### src/hdl/dre_defs.vh
// Constants for the double-rate pin register block.
// Assumes inclusion by bare name from the block's own design file.
`ifndef DRE_DEFS_VH
`define DRE_DEFS_VH

// ----------------------------------------
// Register map, byte addresses
// ----------------------------------------
`define DRE_ADDR_W 8
`define DRE_CFG_BASE 8'h00
`define DRE_STAT_BASE 8'h10
`define DRE_CFG_RESET 32'h00000000

// ----------------------------------------
// Configuration word fields
// ----------------------------------------
`define DRE_F_MODE_LO 0
`define DRE_F_MODE_HI 1
`define DRE_F_PWRUP 2
`define DRE_F_USE_ACLR 3
`define DRE_F_USE_SCLR 4
`define DRE_F_INV_A 5
`define DRE_F_INV_B 6
`define DRE_F_INV_OE 7
`define DRE_F_INV_CEIN 8
`define DRE_F_INV_CEOUT 9
`define DRE_F_INV_ACLR 10
`define DRE_F_INV_SCLR 11
`define DRE_F_OE_SEL_LO 12
`define DRE_F_OE_SEL_HI 13
`define DRE_F_CEIN_SEL_LO 14
`define DRE_F_CEIN_SEL_HI 15
`define DRE_F_CEOUT_SEL_LO 16
`define DRE_F_CEOUT_SEL_HI 17
`define DRE_F_ACLR_SEL_LO 18
`define DRE_F_ACLR_SEL_HI 19
`define DRE_F_SCLR_SEL_LO 20
`define DRE_F_SCLR_SEL_HI 21
`define DRE_F_CLKIN_SEL_LO 22
`define DRE_F_CLKIN_SEL_HI 24
`define DRE_F_CLKOUT_SEL_LO 25
`define DRE_F_CLKOUT_SEL_HI 27

// ----------------------------------------
// Modes
// ----------------------------------------
`define DRE_MODE_SDR 2'h0
`define DRE_MODE_DDR_IN 2'h1
`define DRE_MODE_DDR_OUT 2'h2
`define DRE_MODE_DDR_BIDIR 2'h3

// ----------------------------------------
// Status word fields
// ----------------------------------------
`define DRE_S_CAP_RISE 0
`define DRE_S_CAP_LATE 1
`define DRE_S_LAUNCH_A 2
`define DRE_S_LAUNCH_B 3
`define DRE_S_OE_N 4
`define DRE_S_PIN 5

`endif

### src/hdl/dre_io_block.v
// One I/O block of four double-rate pin register cells, with a config port.
// Assumes core-side inputs and block clock lines are synchronous to sys_clk;
// the pad drives pin_in, and the pad buffer resolves pin_out and pin_oe_n.
//
// The plain strobed port and the register offsets were left to the implementer.
`timescale 1ns/1ns
`include "dre_defs.vh"

module dre_io_block #(
	parameter NUM_CELLS = 4,
	parameter NUM_CLK_LINES = 8
)
(
	input wire sys_clk,
	input wire reset_n,
	input wire [`DRE_ADDR_W-1:0] reg_addr,
	input wire [31:0] reg_wdata,
	input wire reg_wr,
	input wire reg_rd,
	output reg [31:0] reg_rdata,
	input wire [NUM_CLK_LINES-1:0] blk_clk_line,
	input wire [NUM_CELLS-1:0] core_dout_a,
	input wire [NUM_CELLS-1:0] core_dout_b,
	input wire [NUM_CELLS-1:0] core_oe,
	input wire [NUM_CELLS-1:0] core_ce_in,
	input wire [NUM_CELLS-1:0] core_ce_out,
	input wire [NUM_CELLS-1:0] core_aclr,
	input wire [NUM_CELLS-1:0] core_sclr,
	output wire [NUM_CELLS-1:0] core_din_a,
	output wire [NUM_CELLS-1:0] core_din_b,
	input wire [NUM_CELLS-1:0] pin_in,
	output wire [NUM_CELLS-1:0] pin_out,
	output wire [NUM_CELLS-1:0] pin_oe_n
);

	// ----------------------------------------
	// Configuration registers
	// ----------------------------------------
	reg [31:0] cfg_reg [0:NUM_CELLS-1];
	wire [31:0] stat_w [0:NUM_CELLS-1];
	wire cfg_hit;
	wire stat_hit;
	integer k;

	assign cfg_hit = ({reg_addr[7:4], 4'h0} == `DRE_CFG_BASE);
	assign stat_hit = ({reg_addr[7:4], 4'h0} == `DRE_STAT_BASE);

	always @(posedge sys_clk or negedge reset_n)
	begin
		if (!reset_n)
		begin
			for (k = 0; k < NUM_CELLS; k = k + 1)
				cfg_reg[k] <= `DRE_CFG_RESET;
		end
		else if (reg_wr && cfg_hit)
		begin
			cfg_reg[reg_addr[3:2]] <= reg_wdata;
		end
	end

	// Unmapped addresses read as zero
	always @(posedge sys_clk or negedge reset_n)
	begin
		if (!reset_n)
			reg_rdata <= 32'h00000000;
		else if (reg_rd && cfg_hit)
			reg_rdata <= cfg_reg[reg_addr[3:2]];
		else if (reg_rd && stat_hit)
			reg_rdata <= stat_w[reg_addr[3:2]];
		else
			reg_rdata <= 32'h00000000;
	end

	// ----------------------------------------
	// Pin register cells
	// ----------------------------------------
	genvar i;
	generate
		for (i = 0; i < NUM_CELLS; i = i + 1)
		begin : g_cell
			wire [31:0] c;
			wire [1:0] mode;
			wire lvl;
			wire a_d;
			wire b_d;
			wire oe_d;
			wire ce_in_d;
			wire ce_out_d;
			wire aclr_d;
			wire sclr_d;
			wire cap_en;
			wire lch_en;
			wire arst_n;
			wire sclr_hit;
			wire la;
			wire lb;
			wire oer;
			wire oef;
			// Stored value XOR power-up level, except the two pin sync stages, so reset needs only a constant
			reg cap_rise_reg;
			reg cap_fall_reg;
			reg cap_late_reg;
			reg lch_a_reg;
			reg lch_b_reg;
			reg oe_rise_reg;
			reg oe_fall_reg;
			reg pin_meta_reg;
			reg pin_sync_reg;

			assign c = cfg_reg[i];
			assign mode = c[`DRE_F_MODE_HI:`DRE_F_MODE_LO];
			assign lvl = c[`DRE_F_PWRUP];

			// Control signals selected from the shared bundle, data taken from the cell's own bit, then inversion
			assign a_d = core_dout_a[i] ^ c[`DRE_F_INV_A];
			assign b_d = core_dout_b[i] ^ c[`DRE_F_INV_B];
			assign oe_d = core_oe[c[`DRE_F_OE_SEL_HI:`DRE_F_OE_SEL_LO]] ^ c[`DRE_F_INV_OE];
			assign ce_in_d = core_ce_in[c[`DRE_F_CEIN_SEL_HI:`DRE_F_CEIN_SEL_LO]]
				^ c[`DRE_F_INV_CEIN];
			assign ce_out_d = core_ce_out[c[`DRE_F_CEOUT_SEL_HI:`DRE_F_CEOUT_SEL_LO]]
				^ c[`DRE_F_INV_CEOUT];
			assign aclr_d = core_aclr[c[`DRE_F_ACLR_SEL_HI:`DRE_F_ACLR_SEL_LO]]
				^ c[`DRE_F_INV_ACLR];
			assign sclr_d = core_sclr[c[`DRE_F_SCLR_SEL_HI:`DRE_F_SCLR_SEL_LO]]
				^ c[`DRE_F_INV_SCLR];

			// Capture side has its own line and enable
			assign cap_en = blk_clk_line[c[`DRE_F_CLKIN_SEL_HI:`DRE_F_CLKIN_SEL_LO]] & ce_in_d;
			// Launch and drive enable always share one
			assign lch_en = blk_clk_line[c[`DRE_F_CLKOUT_SEL_HI:`DRE_F_CLKOUT_SEL_LO]] & ce_out_d;

			// Gated reset: core must keep aclr glitch free
			assign arst_n = reset_n & ~(c[`DRE_F_USE_ACLR] & aclr_d);
			assign sclr_hit = c[`DRE_F_USE_SCLR] & sclr_d;

			// ----------------------------------------
			// Rising-edge registers
			// ----------------------------------------
			always @(posedge sys_clk or negedge arst_n)
			begin
				if (!arst_n)
				begin
					cap_rise_reg <= 1'b0;
					cap_late_reg <= 1'b0;
					lch_a_reg <= 1'b0;
					lch_b_reg <= 1'b0;
					oe_rise_reg <= 1'b0;
				end
				else if (sclr_hit)
				begin
					cap_rise_reg <= 1'b0;
					cap_late_reg <= 1'b0;
					lch_a_reg <= 1'b0;
					lch_b_reg <= 1'b0;
					oe_rise_reg <= 1'b0;
				end
				else
				begin
					if (cap_en)
					begin
						cap_rise_reg <= pin_in[i] ^ lvl;
						// Flop stands in for the latch, retimes high-phase bit
						cap_late_reg <= cap_fall_reg;
					end
					if (lch_en)
					begin
						lch_a_reg <= a_d ^ lvl;
						lch_b_reg <= b_d ^ lvl;
						// Stored inverted: low means drive
						oe_rise_reg <= ~oe_d ^ lvl;
					end
				end
			end

			// ----------------------------------------
			// Falling-edge registers
			// ----------------------------------------
			always @(negedge sys_clk or negedge arst_n)
			begin
				if (!arst_n)
				begin
					cap_fall_reg <= 1'b0;
					oe_fall_reg <= 1'b0;
				end
				else if (sclr_hit)
				begin
					cap_fall_reg <= 1'b0;
					oe_fall_reg <= 1'b0;
				end
				else
				begin
					if (cap_en)
						cap_fall_reg <= pin_in[i] ^ lvl;
					if (lch_en)
						oe_fall_reg <= oe_rise_reg;
				end
			end

			// Status view of the pin only; two stages since the pad is async
			always @(posedge sys_clk or negedge reset_n)
			begin
				if (!reset_n)
				begin
					pin_meta_reg <= 1'b0;
					pin_sync_reg <= 1'b0;
				end
				else
				begin
					pin_meta_reg <= pin_in[i];
					pin_sync_reg <= pin_meta_reg;
				end
			end

			// ----------------------------------------
			// Pin and core outputs
			// ----------------------------------------
			assign la = lch_a_reg ^ lvl;
			assign lb = lch_b_reg ^ lvl;
			assign oer = oe_rise_reg ^ lvl;
			assign oef = oe_fall_reg ^ lvl;

			// Clock-level mux: the only way to toggle at twice the clock rate
			assign pin_out[i] = (mode == `DRE_MODE_DDR_OUT || mode == `DRE_MODE_DDR_BIDIR)
				? (sys_clk ? la : lb) : la;
			assign pin_oe_n[i] = (mode == `DRE_MODE_DDR_IN) ? 1'b1
				: (mode == `DRE_MODE_DDR_BIDIR) ? (oer | oef) : oer;

			assign core_din_a[i] = cap_rise_reg ^ lvl;
			assign core_din_b[i] = cap_late_reg ^ lvl;

			assign stat_w[i] = {26'h0000000, pin_sync_reg, pin_oe_n[i], lb, la,
				core_din_b[i], core_din_a[i]};
		end
	endgenerate

endmodule // dre_io_block

### config.mk
export PLATFORM = sky130hd
export DESIGN_NAME = dre_io_block
export DESIGN_NICKNAME = d
export VERILOG_FILES = /design/src/hdl/dre_io_block.v
export VERILOG_INCLUDE_DIRS = /design/src /design/src/hdl
export SDC_FILE = /design/constraint.sdc
export NUM_CORES = 1
export LEC_CHECK = 0
export ABC_AREA = 1
export BUFFER_PORTS_ARGS = -buffer_cell sky130_fd_sc_hd__buf_2
export CAP_MARGIN = 20
export CORE_ASPECT_RATIO = 0.6
export CORE_UTILIZATION = 56
export CTS_BUF_LIST = sky130_fd_sc_hd__clkbuf_4
export CTS_CLUSTER_DIAMETER = 40
export DETAILED_ROUTE_END_ITERATION = 7
export GPL_TIMING_DRIVEN = 0
export PLACE_DENSITY = 0.78
export REMOVE_ABC_BUFFERS = 1
export SLEW_MARGIN = 5
export SYNTH_ARGS = -nofsm -noshare
export SYNTH_HDL_FRONTEND = slang
export SYNTH_SLANG_ARGS = --single-unit
### constraint.sdc
create_clock -name sys_clk -period 3 [get_ports sys_clk]
set_clock_uncertainty 0.05 [all_clocks]
set_input_delay 0.45 -clock sys_clk [delete_from_list [all_inputs] [get_ports sys_clk]]
set_output_delay 0.45 -clock sys_clk [all_outputs]
set_load 0.02 [all_outputs]
==> impl_metrics.toml, run 1 <==
[die]
start_util_pct = 58.23
rows = 37
core_um2 = 17410
die_w_um = 175.7
die_y_um = 106.2
ioPinCount = 132
die_area_um2 = 18660

[run_status]
status = "finished with violations"
violations = "design-rule violations, negative setup slack"

[cells_and_area]
stdcell_count = 1748
largest_reg_flops = 128
utilization_pct = 70.66
nets = 1584
layout-area-overhead-vs-synth_pct = 21.34
final_layout_size_suffix_gt1_share_pct = 21.27
antennaDiodeCount = 0

[setup_path]
r2r_setup_slack_ps = -100
crit_path_start_kind = "flop"
path_max_fanout = 2
worstSetupEndpointType = "output port"
cp_data_arrival_time_ps = 2950
worstSetupPathType = "reg2out"
worst_ep_required_time_ps = 2500

[detailed_routing]
dr.pass1.iters = 8
wirelength_mm = 32.53
first_iter_violations = 1225
drtAntennaViolNets = 0
avgRoutedWirePerCell_um = 18.61
vias_per_cell = 5.864
drc_errors = 1
vias = 10250

[power]
seq_power_share_pct = 43.3
p_switching_w = 0.003255
power_density_nw_per_um2 = 657.7
p_leak_nw = 6.294
switching_share_pct = 40.23
p_int_w = 0.004835
pwr-share-comb_pct = 29.6
power_frac_clock_pct = 27.1
ir_worst_vdd_mv = 0.3753

[place]
gp_congestion = 0.9427
portBuffers = 129
hpwlAfterDp_mm = 20.44
placed_cells = 1655

[global_routing]
track_usage_pct = 34.70
grt_max_degree = 86
overflow = 0
grt_pass1_vias = 9296
grt_pass1_wl_mm = 48.83
antenna_found_initial = 0

[synthesis]
yosys.area_share.simple_pct = 26.54
synth-compound-area-share_pct = 13.62
yosysTopAreaCellShare_pct = 46.41
synthAdderAreaFrac_pct = 0
synth_warnings = 0
syn-mean-instance-area_um2 = 7.604
synth_top_family_by_area = "simple AND/OR/NAND/NOR gates"
synth_mux_area_share_pct = 0.3209
synth_area_leader_cell = "dfrtp_1"
synth_area_leaders = "dfrtp_1 46%, nand2_1 17%, nand3_1 7.7%, o21ai_0 7.1%, inv_1 5.4%"
syn_inst = 1333
synth_xor_area_share_pct = 3.543
netlist_area_um2 = 10140
synth_cell_types = 28
ys_seq_area_share_pct = 48.39
synth-seq-cells = 196

[timing]
drv_slew = 0
setup_viol = 7
fin_ws_ps = -449.6
worst_pin_slew_ps = 1009
tns_ps = -1904
rsz0062_at_grt = "yes"
hold_viol = 0
max_slew_margin_pct = 32.56

[clock_network]
cts_tree = "built"
clkLatencyLatePin_ps = 600
cts.clk_slew.worst_paths_ps = 200

[job]
max_cap_viol_count = 0

[hold_path]
worstHoldPathType = "in2reg"
==> what timing repair did <==
| action | in CTS | in global routing |
|---|---|---|
| hold buffers | 6 | 0 |
| setup endpoints to repair | 34 | 21 |
| endpoints found under the hold margin | 89 | 0 |
| gates resized for setup | 58 | 75 |
| pin swaps | 5 | 29 |
| buffers inserted | 16 | 27 |
| cloned | 1 | 3 |
==> power groups by stage <==
stage               clock network, W  registers (W)  logic [W]
finish                       0.00219        0.00350    0.00240
global route                 0.00234        0.00356    0.00262
CTS                          0.00220        0.00346    0.00209
detailed placement          0.000138        0.00351    0.00193
global placement            0.000138        0.00349    0.00185
floorplan                   0.000110        0.00340    0.00134
==> cells in the final DEF, fill, tap and decap left out, types with 25 or more instances in the layout <==
cell type / synthesis / routed
a21oi_1: 30 / 29
o22ai_1: 28 / 28
inv_1: 146 / 133
nand2_1: 460 / 430
buf_2: 30 / 121
nand2_2: 5 / 30
nand3_2: 0 / 25
nand3_1: 156 / 129
buf_4: 0 / 40
dfrtp_1: 188 / 180
a22oi_1: 36 / 36
o21ai_0: 144 / 140
==> Yosys cell counts <==
cell	instances
nand3b_1	2
mux2i_1	1
nor4_1	1
a22oi_1	36
a22o_1	1
o211ai_1	4
clkbuf_1	18
buf_1	1
xnor2_1	24
nand3_1	156
o22ai_1	28
nand2_2	5
dfrtp_1	188
nor2_1	9
a21oi_1	30
inv_1	146
xor2_1	17
and3_1	1
buf_2	30
or2_2	2
o21ai_1	2
nor3_1	13
mux2_2	2
a21o_1	2
nor2_2	2
o21ai_0	144
nand2_1	460
dfrtn_1	8
==> per-stage QoR <==
step | worst slack, ps | instance area, µm² | power [W] | hold WS [ps]
after floorplan | 84.49 | 9915 | 0.004851 | 104.4
after global placement | -2961 | 10850 | 0.005476 | 282.8
after detailed placement | -755.2 | 11050 | 0.005580 | 286.3
after CTS | -454.2 | 11820 | 0.007761 | 70.42
after global routing | -494.5 | 12300 | 0.008511 | 74.74
final | -449.6 | 12300 | 0.008090 | 82.41
==> path summary, 6_finish.rpt <==
path / start / endpoint / cells past startpoint
setup / recovery: g_cell[2].oe_fall_reg / pin_oe_n[2] / 5
hold / removal: reg_wdata[28] / g_cell[0].c[28] / 3
setup reg to reg: g_cell[2].oe_fall_reg / reg_rdata[4] / 11
hold reg to reg: g_cell[2].pin_meta_reg / g_cell[2].pin_sync_reg / 0
max in group asynchronous: reset_n / g_cell[1].oe_fall_reg / 5
min in group asynchronous: core_aclr[0] / g_cell[3].cap_rise_reg / 7
==> metal layers <==
metal	up-vias	wire length (µm)	track usage, %
met2	642	13690	49.69
li1	4688	-	-
met5	-	0	0
met4	0	1103	13.73
met1	4810	13770	49.62
met3	110	3957	9.800
==> logic make-up (layout without fill, tap and decap cells) <==
| logic type | count (synthesis) | after routing |
|---|---|---|
| AO/OA/AOI/OAI | 247 | 247 |
| AND/OR/NAND/NOR | 651 | 653 |
| multiplexers | 3 | 3 |
| flip-flops | 196 | 196 |
| buffers and inverters | 195 | 374 |
| XOR/XNOR | 41 | 41 |
==> worst max-delay path: stages, from the launching register on <==
cell and delay, ps:
dfrtn_1 460, inv_2 60, o21ai_2 110, nand2_1 100, nand2_4 100, buf_6 120
==> final cells by class <==
cell class,instances,area [µm²]
repair buffers,177,1236
multi-input cells,944,4798
clock buffers,32,317.8
fillers,1381,5107
clock inverters,23,201.4
well taps,234,292.8
inverters,141,533.0
flip-flops and latches,196,4915
repair inverters,1,5.005
No activity file was read; power rests on OpenSTA's default activity.
==> run 2, diff against run 1 <==
--- a/config.mk
+++ b/config.mk
@@ -15,7 +15,7 @@
 export CTS_CLUSTER_DIAMETER = 40
 export DETAILED_ROUTE_END_ITERATION = 7
 export GPL_TIMING_DRIVEN = 0
-export PLACE_DENSITY = 0.78
+export PLACE_DENSITY = 0.77
 export REMOVE_ABC_BUFFERS = 1
 export SLEW_MARGIN = 5
 export SYNTH_ARGS = -nofsm -noshare
==> run 2 against run 1 <==
Worst setup slack lost 78 ps. Global-route usage up 0.53 points. The run ends with negative setup slack left. Critical endpoint unchanged. Power is essentially flat. Non-clock buffer count grew 21.
==> impl_metrics.toml, run 2 (synthesis gave the netlist of run 1 again) <==
[global_routing]
grt_max_degree = 115
antenna_found_initial = 0
grt_pass1_wl_mm = 49.39
track_usage_pct = 35.23
overflow = 0
grt_pass1_vias = 9513

[cells_and_area]
largest_reg_flops = 128
final_layout_size_suffix_gt1_share_pct = 23.64
antennaDiodeCount = 0
stdcell_count = 1765
nets = 1601
final_cell_mix = "411 x nand2_1, 177 x dfrtp_1, 139 x o21ai_0, 125 x inv_1, 123 x nand3_1"
layout_commonest_cell = "nand2_1"
layout-area-overhead-vs-synth_pct = 24.13

[timing]
drv_slew = 0
tns_ps = -2398
hold_viol = 0
rsz0062_at_grt = "yes"
max_slew_margin_pct = 35.30
setup_viol = 7
fin_ws_ps = -527.2
worst_pin_slew_ps = 968.1

[setup_path]
worst_ep_required_time_ps = 2500
path_max_fanout = 2
worstSetupEndpointType = "output port"
timing.rr.start = "g_cell[3].oe_fall_reg"
worstSetupPathType = "reg2out"
reg2reg_to = "reg_rdata[4]"
critPathLaunch = "g_cell[2].oe_fall_reg"
crit_path_start_kind = "flop"
endpoint = "pin_oe_n[2]"
ff2ff_path_depth = 9
r2r_setup_slack_ps = -250
cp_data_arrival_time_ps = 3030

[clock_network]
clkLatencyLatePin_ps = 780
cts.clk_slew.worst_paths_ps = 180
cts_tree = "built"

[place]
placed_cells = 1654
hpwlAfterDp_mm = 20.45
gp_congestion = 0.8931
portBuffers = 129

[detailed_routing]
dr.pass1.iters = 8
vias_per_cell = 5.899
vias = 10411
avgRoutedWirePerCell_um = 18.72
first_iter_violations = 1616
drc_errors = 0
drtAntennaViolNets = 0
wirelength_mm = 33.05

[power]
p_int_w = 0.004940
seq_power_share_pct = 43.4
pwr-share-comb_pct = 30.4
p_leak_nw = 6.364
ir_worst_vdd_mv = 0.3554
p_switching_w = 0.003155
power_frac_clock_pct = 26.2
switching_share_pct = 38.98
power_density_nw_per_um2 = 643.4

[die]
die_w_um = 175.7
die_y_um = 106.2
start_util_pct = 58.23
core_um2 = 17410
die_area_um2 = 18660
ioPinCount = 132
rows = 37

[run_status]
violations = "negative setup slack"
status = "finished with violations"

[hold_path]
worstHoldPathType = "in2reg"

[job]
max_cap_viol_count = 0
run 2: worst max-delay path, cell delays in order (launching register included):
cell	delay, ps
dfrtn_1	460
inv_2	50
o21ai_1	110
nand2_1	70
nand2_2	120
buf_6	140
run 2: timing repair:
action,in CTS,in global routing
endpoints found under the hold margin,100,164
setup endpoints to repair,63,25
cloned,1,2
hold buffers,21,1
buffers inserted,21,27
pin swaps,11,29
resized for setup,83,98
run 2: power groups by stage:
| stage | Sequential [W] | Combinational [W] | Clock, W |
|---|---|---|---|
| after CTS | 0.00347 | 0.00215 | 0.00208 |
| after global placement | 0.00350 | 0.00184 | 0.000138 |
| after detailed placement | 0.00352 | 0.00193 | 0.000138 |
| after global routing | 0.00356 | 0.00269 | 0.00226 |
| final | 0.00352 | 0.00246 | 0.00212 |
| after floorplan | 0.00340 | 0.00134 | 0.000110 |
run 2: worst min-delay path by stage:
stage	startpoint	endpoint	slack, ps	depth (start not counted)
floorplan	reset_n	g_cell[0].c[0]	100	0
global placement	g_cell[2].pin_meta_reg	g_cell[2].pin_sync_reg	280	0
detailed placement	g_cell[2].pin_meta_reg	g_cell[2].pin_sync_reg	280	0
CTS	core_aclr[3]	g_cell[3].lch_a_reg	20	7
global route	reg_wdata[4]	g_cell[3].c[4]	20	3
finish	reg_wdata[6]	g_cell[0].c[6]	20	3
run 2: per-layer routing:
metal | share of wire, % | vias to the layer above | global-route usage, %
li1 | - | 4716 | -
met4 | 3.3 | 0 | 16.58
met2 | 43 | 724 | 50.96
met1 | 41 | 4859 | 49.24
met3 | 13 | 112 | 9.514
met5 | 0 | - | 0
run 2: cell type report:
class / count / area, µm²
well taps: 234 / 292.8
repair buffers: 198 / 1418
flip-flops and latches: 196 / 4918
fillers: 1362 / 4825
clock inverters: 21 / 177.7
repair inverters: 1 / 5.005
multi-input cells: 943 / 4918
inverters: 141 / 544.3
clock buffers: 31 / 307.8
run 2: through the flow:
step           cell area, µm²  util [%]  setup slack [ps]  hold WS (ps)  total power (W)
6_report                12580     72.28            -527.2         23.87         0.008095
5_1_grt                 12580     72.28            -558.7         22.62         0.008514
4_1_cts                 12060     69.29            -499.5         19.65         0.007702
3_5_place_dp            11030     63.37            -747.4         284.7         0.005582
3_3_place_gp            10850     62.35             -2996         283.2         0.005477
2_1_floorplan            9915         -             84.49         104.4         0.004851
